### src/rtl/light_sensor_params.svh
// Register map, field positions and reset values of the light sensor readout
`ifndef LIGHT_SENSOR_PARAMS_SVH
`define LIGHT_SENSOR_PARAMS_SVH

`define TARGET_ADDR 7'h29
`define OFF_CTRL 8'h80
`define OFF_TIMING 8'h85
`define OFF_CH1_LO 8'h88
`define OFF_CH1_HI 8'h89
`define OFF_CH0_LO 8'h8a
`define OFF_CH0_HI 8'h8b
`define OFF_STATUS 8'h8c
`define RST_CTRL 8'h00
`define RST_TIMING 8'h03
`define CTRL_ACTIVE_BIT 0
`define CTRL_GAIN_LSB 2
`define TIMING_RATE_LSB 0
`define TIMING_INT_LSB 3
`define STAT_VALID_BIT 7
`define STAT_GAIN_LSB 4
`define STAT_FRESH_BIT 2
`define BITS_PER_BYTE 4'h8

`endif

### src/rtl/light_sensor_pkg.sv
// Types shared by the light sensor readout and its surroundings
package light_sensor_pkg;

	typedef enum logic [7:0] {
		ST_IDLE = 8'h01,
		ST_RX_ADDR = 8'h02,
		ST_RX_PTR = 8'h04,
		ST_RX_DATA = 8'h08,
		ST_ACK = 8'h10,
		ST_TX = 8'h20,
		ST_TX_ACK = 8'h40,
		ST_TX_LOAD = 8'h80
	} bus_state_t;

	// One finished measurement from the conversion core
	typedef struct packed {
		logic invalid;
		logic [2:0] gain;
		logic [15:0] chan_one_count;
		logic [15:0] chan_zero_count;
	} result_t;

	// Settings handed to the conversion core
	typedef struct packed {
		logic active;
		logic [2:0] gain_divisor;
		logic [2:0] integration_factor;
		logic [2:0] repeat_code;
	} meas_cfg_t;

	typedef struct packed {
		logic [1:0] sync1;
		logic [1:0] sync2;
		logic [1:0] sync3;
		logic scl;
		logic sda;
		bus_state_t state;
		bus_state_t after_ack;
		logic [7:0] shift;
		logic [3:0] bit_cnt;
		logic reading;
		logic [7:0] ptr;
		logic sda_oe;
		logic sda_out;
		logic [7:0] operating_control;
		logic [7:0] measure_timing;
		result_t shown;
		result_t pending;
		logic pending_full;
		logic locked;
		logic fresh_result_flag;
	} readout_st_t;

endpackage

### src/rtl/light_sensor_reg_readout.sv
// I2C register readout and configuration path of an ambient light sensor
//
// Summary of operation
// The target answers only at 7-bit address 0x29; other addresses get no ack.
// The operating control register at 0x80 resets to 0x00, in standby.
// Control 0x01 starts measuring at gain 1x and 0x1D at gain 96x.
// The timing register at 0x85 resets to 0x03, 100 ms over 500 ms.
// Timing 0x12 selects 200/200 ms and 0x1B selects 400/500 ms.
// The host reads the four result bytes as a group, low byte first.
// Second-channel count sits low at 0x88, high at 0x89, read first.
// First-channel count sits low at 0x8A and high at 0x8B.
// The host builds each count as high byte shifted by eight OR low.
// Status at 0x8C is read only and bit mask 0x04 marks a fresh result.
// Status bit mask 0x80 set means the result is unusable to the host.
// Gains 1, 2, 4, 8, 48 and 96 are offered, two codes between unused.
// Integration runs 50 to 400 ms in 50 ms steps, eight settings.
// A result read freezes all four bytes until 0x8B is read; the newest waits.
// The fresh flag sets when a result is stored and clears when read.
// Status gain field reports the stored result's gain code.
// Writes to read-only registers are acknowledged and change nothing.
`timescale 1ns/1ps
`include "light_sensor_params.svh"

module light_sensor_reg_readout (
	input wire logic clk,
	input wire logic srst,
	input wire logic scl_in,
	input wire logic sda_in,
	output logic sda_out,
	output logic sda_oe,
	input wire logic core_done,
	input wire light_sensor_pkg::result_t core_result,
	output light_sensor_pkg::meas_cfg_t meas_cfg
);
	import light_sensor_pkg::*;

	readout_st_t st;
	readout_st_t next_st;

	logic [1:0] pins;
	logic scl_rise;
	logic scl_fall;
	logic start_seen;
	logic stop_seen;
	logic [7:0] read_byte;
	logic in_data;
	logic [7:0] status_byte;
	logic [1:0] pin_agree;
	logic addr_match;
	logic last_data;

	assign pins = {sda_in, scl_in};

	// One agreement test per bus pin; a one-clock glitch never sits in
	// both late stages at once, so it cannot fake a start or a stop
	genvar g;
	generate
		for (g = 0; g < 2; g = g + 1)
		begin : g_pin
			assign pin_agree[g] = st.sync2[g] == st.sync3[g];
		end
	endgenerate

	// Open drain: the line is only ever pulled low
	assign sda_out = st.sda_out;
	assign sda_oe = st.sda_oe;
	// Codes pass through untouched; the core scales by gain and period
	// Unused gain codes are kept as written and left to the core
	assign meas_cfg = '{
		active: st.operating_control[`CTRL_ACTIVE_BIT],
		gain_divisor: st.operating_control[`CTRL_GAIN_LSB +: 3],
		integration_factor: st.measure_timing[`TIMING_INT_LSB +: 3],
		repeat_code: st.measure_timing[`TIMING_RATE_LSB +: 3]
	};

	// Status byte: validity, gain of stored result, fresh flag
	always_comb
	begin
		// Bit 3 stays low: this block raises no interrupt of its own
		status_byte = 8'h00;
		status_byte[`STAT_VALID_BIT] = st.shown.invalid;
		status_byte[`STAT_GAIN_LSB +: 3] = st.shown.gain;
		status_byte[`STAT_FRESH_BIT] = st.fresh_result_flag;
	end

	// Read multiplexer, unmapped offsets read as zero
	// Identity offsets are not decoded, so they read as zero as well
	always_comb
	begin
		if (st.ptr == `OFF_CTRL)
			read_byte = st.operating_control;
		else if (st.ptr == `OFF_TIMING)
			read_byte = st.measure_timing;
		else if (st.ptr == `OFF_CH1_LO)
			read_byte = st.shown.chan_one_count[7:0];
		else if (st.ptr == `OFF_CH1_HI)
			read_byte = st.shown.chan_one_count[15:8];
		else if (st.ptr == `OFF_CH0_LO)
			read_byte = st.shown.chan_zero_count[7:0];
		else if (st.ptr == `OFF_CH0_HI)
			read_byte = st.shown.chan_zero_count[15:8];
		else if (st.ptr == `OFF_STATUS)
			read_byte = status_byte;
		else
			read_byte = 8'h00;
	end

	// The four result bytes; loading any of them for the host takes the lock
	assign in_data = (st.ptr >= `OFF_CH1_LO) && (st.ptr <= `OFF_CH0_HI);
	assign addr_match = st.shift[7:1] == `TARGET_ADDR;
	assign last_data = st.ptr == `OFF_CH0_HI;

	always_comb
	begin
		next_st = st;
		scl_rise = 1'b0;
		scl_fall = 1'b0;
		start_seen = 1'b0;
		stop_seen = 1'b0;

		// Three-stage synchroniser; a level counts once stages two and three agree
		next_st.sync1 = pins;
		next_st.sync2 = st.sync1;
		next_st.sync3 = st.sync2;
		if (pin_agree[0])
			next_st.scl = st.sync3[0];
		if (pin_agree[1])
			next_st.sda = st.sync3[1];

		scl_rise = next_st.scl && !st.scl;
		scl_fall = !next_st.scl && st.scl;
		start_seen = st.scl && next_st.scl && st.sda && !next_st.sda;
		stop_seen = st.scl && next_st.scl && !st.sda && next_st.sda;

		// Newest result waits here while the shown bytes are frozen
		if (core_done)
		begin
			next_st.pending = core_result;
			next_st.pending_full = 1'b1;
		end

		if (start_seen)
		begin
			next_st.state = ST_RX_ADDR;
			next_st.bit_cnt = 4'h0;
			next_st.sda_oe = 1'b0;
		end
		else if (stop_seen)
		begin
			next_st.state = ST_IDLE;
			next_st.sda_oe = 1'b0;
		end
		else
		begin
			case (st.state)
				// Bits taken on the filtered rise
				ST_RX_ADDR, ST_RX_PTR, ST_RX_DATA:
				begin
					if (scl_rise)
					begin
						next_st.shift = {st.shift[6:0], next_st.sda};
						next_st.bit_cnt = st.bit_cnt + 4'h1;
					end
					else if (scl_fall && st.bit_cnt == `BITS_PER_BYTE)
					begin
						next_st.bit_cnt = 4'h0;
						next_st.state = ST_ACK;
						next_st.sda_oe = 1'b1;
						if (st.state == ST_RX_ADDR)
						begin
							next_st.reading = st.shift[0];
							next_st.after_ack = st.shift[0] ? ST_TX : ST_RX_PTR;
							if (!addr_match)
							begin
								next_st.state = ST_IDLE;
								next_st.sda_oe = 1'b0;
							end
						end
						else if (st.state == ST_RX_PTR)
						begin
							next_st.ptr = st.shift;
							next_st.after_ack = ST_RX_DATA;
						end
						else
						begin
							// Read-only and unmapped offsets still get an ack
							if (st.ptr == `OFF_CTRL)
								next_st.operating_control = st.shift;
							else if (st.ptr == `OFF_TIMING)
								next_st.measure_timing = st.shift;
							next_st.ptr = st.ptr + 8'h01;
							next_st.after_ack = ST_RX_DATA;
						end
					end
				end

				// Line held for the ninth clock
				ST_ACK:
				begin
					if (scl_fall)
					begin
						next_st.state = st.after_ack;
						next_st.sda_oe = 1'b0;
						if (st.after_ack == ST_TX)
						begin
							next_st.shift = read_byte;
							next_st.sda_oe = !read_byte[7];
							if (in_data)
								next_st.locked = 1'b1;
						end
					end
				end

				// A bit changes only early in the low phase
				ST_TX:
				begin
					if (scl_rise)
						next_st.bit_cnt = st.bit_cnt + 4'h1;
					else if (scl_fall)
					begin
						if (st.bit_cnt == `BITS_PER_BYTE)
						begin
							next_st.bit_cnt = 4'h0;
							next_st.sda_oe = 1'b0;
							next_st.state = ST_TX_ACK;
							next_st.ptr = st.ptr + 8'h01;
							if (in_data)
								next_st.fresh_result_flag = 1'b0;
							if (last_data)
								next_st.locked = 1'b0;
						end
						else
						begin
							next_st.shift = {st.shift[6:0], 1'b0};
							next_st.sda_oe = !st.shift[6];
						end
					end
				end

				ST_TX_ACK:
				begin
					// A not-acknowledge ends the read; wait for stop or start
					if (scl_rise)
						next_st.state = next_st.sda ? ST_IDLE : ST_TX_LOAD;
				end

				ST_TX_LOAD:
				begin
					if (scl_fall)
					begin
						next_st.state = ST_TX;
						next_st.shift = read_byte;
						next_st.sda_oe = !read_byte[7];
						if (in_data)
							next_st.locked = 1'b1;
					end
				end

				ST_IDLE:
				begin
					// Released until the next start
					next_st.sda_oe = 1'b0;
					next_st.bit_cnt = 4'h0;
				end

				default:
				begin
					next_st.sda_oe = 1'b0;
				end
			endcase
		end

		// Store after the clear above so a new result always wins. A lock
		// taken in this very cycle counts too: the byte just loaded for the
		// host came from the old result, and its partner bytes must match.
		if (st.pending_full && !next_st.locked)
		begin
			next_st.shown = st.pending;
			next_st.pending_full = core_done;
			next_st.fresh_result_flag = 1'b1;
		end
	end

	always_ff @(posedge clk)
	begin
		if (srst)
		begin
			// Filter stages start idle-high, so reset shows no false edge
			st <= '0;
			st.sync1 <= 2'h3;
			st.sync2 <= 2'h3;
			st.sync3 <= 2'h3;
			st.scl <= 1'b1;
			st.sda <= 1'b1;
			st.state <= ST_IDLE;
			st.after_ack <= ST_IDLE;
			st.operating_control <= `RST_CTRL;
			st.measure_timing <= `RST_TIMING;
		end
		else
		begin
			st <= next_st;
		end
	end

endmodule

### config.mk
export PLATFORM = sky130hd
export DESIGN_NAME = light_sensor_reg_readout
export DESIGN_NICKNAME = d
export VERILOG_FILES = /design/src/rtl/light_sensor_pkg.sv /design/src/rtl/light_sensor_reg_readout.sv
export VERILOG_INCLUDE_DIRS = /design/src /design/src/rtl
export SDC_FILE = /design/constraint.sdc
export NUM_CORES = 1
export LEC_CHECK = 0
export BUFFER_PORTS_ARGS = -buffer_cell sky130_fd_sc_hd__buf_2
export CAP_MARGIN = 0
export CORE_MARGIN = 10
export CORE_UTILIZATION = 50
export CTS_CLUSTER_DIAMETER = 60
export CTS_CLUSTER_SIZE = 8
export DETAILED_ROUTE_END_ITERATION = 8
export PLACE_DENSITY = 0.68
export SETUP_SLACK_MARGIN = 0.2
export SYNTH_ARGS = -nofsm -noshare
export SYNTH_HDL_FRONTEND = slang
export SYNTH_SLANG_ARGS = --single-unit
### constraint.sdc
create_clock -name clk -period 7 [get_ports clk]
set_input_delay 0.7 -clock clk [delete_from_list [all_inputs] [get_ports clk]]
set_output_delay 0.7 -clock clk [all_outputs]
set_load 0.1 [all_outputs]
Yosys cells after proc, flatten, opt, wreduce, memory -nomap -nowiden

Index checks and enable logic that the tools add are counted.

Register bits: 137
Latch bits: 0
Memory bits (writable): 0
Memory bits (read-only): 0
Input bits: 41
Output and inout port bits: 12
Word-level logic and storage cells: 193
Memories kept: 0

Add/sub/neg operators: 2
Multiply operators: 0
Div/mod/pow operators: 0
Order comparisons: 2
Equal/unequal tests: 46
Shift-type cells: 0
Multiplexer cells: 69
Bitwise gates (word level): 7
Reductions and logical operators: 41

Operators by type and width:

| operator           | number |
|---|---|
| $mux 8             | 24 |
| $eq 8x8->1 const B | 8 |
| $pmux 8 s5         | 1 |
| $reduce_and 9->1   | 4 |
| $mux 16            | 2 |
| $ne 4x4->1 const B | 8 |
| $pmux 8 s4         | 1 |
| $mux 9             | 3 |
| $ne 2x2->1 const B | 12 |
| $mux 1             | 19 |
| $eq 8x6->1 const B | 2 |
| $pmux 8 s2         | 1 |
| $mux 14            | 1 |
| $mux 2             | 7 |
| $reduce_and 7->1   | 2 |
| $mux 12            | 1 |
| $mux 4             | 3 |
| $mux 6             | 2 |
| $pmux 4 s3         | 1 |
| $reduce_bool 2->1  | 6 |
| $logic_and 1x1->1  | 10 |
| $reduce_and 10->1  | 1 |
| $reduce_and 5->1   | 2 |
| $ne 3x3->1 const B | 3 |
| 27 further kinds   | 43 |

Depth between registers and ports, before layout

Depth after elaboration: 13
Depth in mapped cells: 11

Worst setup path after synthesis

OpenSTA, ideal clock, no wires.

Kind: register to register
From: register st[131] (netlist bit)
To: register st[46] (netlist bit)
Library setup time: 0.128 ns
Arrival: 2.582 ns
Slack: 4.290 ns
Cell stages (with the launch flop): 12
Path buffers: 3
Cell sequence: dfxtp_1 maj3_1 ha_1 clkbuf_1 nand2b_1 nor2_1 a41oi_1 a311oi_2 buf_6 buf_12 mux2i_1 nor2_1

RTL lines:

| what                   | RTL line                        | RTL |
|---|---|---|
| start, declared        | light_sensor_reg_readout.sv:37  | `readout_st_t st;` |
| start signal, assigned | light_sensor_reg_readout.sv:302 | `st <= next_st;` |

==> run summary <==
status - finished clean
clock buffer depth - 2
TritonCTS clock tree - yes
number of global-route vias before repair - 5239
Synth Area per Inst - 8.941 um^2
share of cells above drive strength 1 - 14.23%
ys async rst share - 0%
EDFF count, synth - 0
first-pass GRT wire length - 26700 um
Pwr Density - 246.6 nW/um^2
via count - 5444
Clock Pin Slew Worst Setup and Hold Paths - 60 ps
Pins Over Slew Limit - 0
final WL - 16080 um
die area - 17920 um^2
final critical-path share of the clock period - 48.85%
Setup Buffers After CTS - 0
Cell Area, Synth - 6482 um^2
max_cap viols - 0
Die Y - 133.9 um
Setup-failing EPs final - 0
R2R cell count - 10
post-route minimum period - 3419 ps
GRT Residual Overflow - 0
Rows - 41
Setup Total Neg Slack - 0 ps
core box area - 12670 um^2
Seq cells post-synth - 132
H-tree depth - 4
CP required - 7270 ps
CTS root buffer - clkbuf_16
CP Data Arrival Time - 3690 ps
top_reg_cell synth - dfxtp_1
Crit Reg-Reg Startpoint - st[131]
IO buf count - 51
Hold Crit Class - reg2reg
vias per cell - 5.892
fin nets - 789
Inserted Clock Buffers - 17
Reg-to-Reg End - st[64]
Starting DRT DRC Count - 435
Max IR drop VDD - 0.1801 mV
worst hold stages - 1
number of diodes - 0
HPWL after DPL - 11220 um
synth warn - 0
post-route ant nets - 0
drt pass-1 iters - 5
Seq/Total Area, Yosys - 40.76%
Hold-fix buffers, CTS - 0
DRC Markers - 0
Clock Latency Late Sink - 430 ps
initial antenna violation count - 0
Syn Inst Count - 725
fin util - 57.51%
Layout area overhead - 12.41%
WL per Instance - 17.40 um
hold endpoint - next_st[132]
syn_nets - 775
routability-driven placement congestion ratio - 0.9715
Peak Freq - 292.4 MHz
Slew @ Worst Pin - 1169 ps
Setup crit end kind - flip-flop
Max Clock Skew - 13.13 ps
CP Class - reg2reg
clock sinks - 132
GRT Total Usage - 18.09%
leakage power - 2.930 nW
unrepaired setup endpoints after global routing - no
Hold Startpoint - next_st[134]
Fin. Hold Viols - 0
Synth cell types - 74
Post-CTS Resized - 0
Ports - 53
largest net degree at the start of global routing - 99
Max-Slew Margin vs Limit - 21.97%
R2R Setup Slk - 3580 ps
crit path max fanout - 37
Die Wd - 133.9 um
startpoint type of the worst setup path - flip-flop
initial core utilization - 51.16%
==> worst max path at each step <==
stage | start | end | slack (ps) | depth (start not counted)
3_5_place_dp | st[131] | st[58] | 3630 | 10
2_1_floorplan | st[131] | st[46] | 4290 | 11
5_1_grt | st[131] | st[65] | 3380 | 10
6_report | st[131] | st[64] | 3580 | 10
3_3_place_gp | st[131] | st[69] | 3780 | 10
4_1_cts | st[131] | st[64] | 3590 | 10
==> layer usage <==
metal | vias to the layer above | track usage [%] | wire, um
li1 | 2617 | - | -
met1 | 2588 | 24.28 | 7490
met2 | 208 | 26.24 | 7120
met3 | 31 | 5.564 | 1183
met4 | 0 | 7.557 | 285
met5 | - | 0 | 0
==> through the flow <==
step                hold WS (ps)  power (W)  instance area (um^2)  cells  setup WS (ps)
floorplan                  389.5  0.0008548                  6482    725           4290
global placement           393.0  0.0008704                  6660    892           3779
detailed placement         393.2  0.0008747                  6660    892           3630
CTS                        398.6   0.001808                  7287    924           3593
global route               413.0   0.001855                  7287    924           3382
finish                     398.7   0.001797                  7287    924           3581
==> registers in the layout, indices dropped and copies added (netlist names) <==
name	count
next_st	4
st	117
meas_cfg	10
sda_oe	1
==> layout make-up <==
type | count | area, um^2
fill | 1140 | 5384
multi-input combinational | 516 | 3451
sequential | 132 | 2643
clock buffer | 22 | 484.2
timing repair buffer | 55 | 287.8
tap | 172 | 215.2
clock inverter | 10 | 142.6
inverter | 17 | 63.81
==> synth_stat cells, types with 5 or more instances <==
library cell / n / share of area (%)
nor2b_1: 8 / 0.77
a211o_1: 6 / 0.81
nor4b_1: 5 / 0.68
o22ai_1: 7 / 0.68
clkbuf_1: 36 / 2.1
buf_4: 11 / 1.3
or2_2: 8 / 0.77
nand3_1: 16 / 1.2
mux2i_1: 92 / 14
nor2_1: 132 / 7.6
a21oi_1: 39 / 3.0
o21ai_0: 15 / 1.2
a22oi_1: 7 / 0.81
inv_1: 17 / 0.98
a31oi_1: 8 / 0.77
nor3_1: 5 / 0.39
ha_1: 9 / 1.7
nand2b_1: 11 / 1.1
o21ai_1: 10 / 0.77
dfxtp_1: 132 / 41
nand2_1: 30 / 1.7
==> kinds of logic (layout without fill, tap and decap cells) <==
kind of cell,Yosys count,in the layout,synth area share [%]
other,1,1,0.05785
flip-flops,132,132,40.76
buffers and inverters,77,104,6.253
AND/OR/NAND/NOR,256,256,19.76
adder cells (fa/ha/maj),11,11,2.046
AO/OA/AOI/OAI,148,148,15.71
XOR/XNOR,5,5,0.6755
multiplexers,95,95,14.73
==> critical path, cell delays in order, from the launching register on <==
cell and delay (ps):
dfxtp_1 340, maj3_1 410, inv_1 80, ha_1 350, nand2b_1 120, nor2_1 440
a41oi_1 280, a311oi_4 310, buf_4 530, mux2i_1 280, nor2_1 60
==> placed cells by master, fill, tap and decap left out, drive strengths merged, types with 8 or more instances in the layout <==
master and n:
clkbuf 22, nand2 30, nand2b 11, inv 20, nor2 133, nand3 16
or2 11, mux2i 92, nor2b 8, o21ai 26, dfxtp 132, a21oi 39
ha 9, buf 55, a31oi 8
==> where the power goes <==
part           total [W]  internal, W  switching [W]  leakage (nW)
Combinational  0.0000739    0.0000335      0.0000404          1.55
Clock           0.000939     0.000600       0.000338         0.308
Sequential      0.000784     0.000772      0.0000124          1.07
Note: power is estimated with default switching activity, not from simulation.
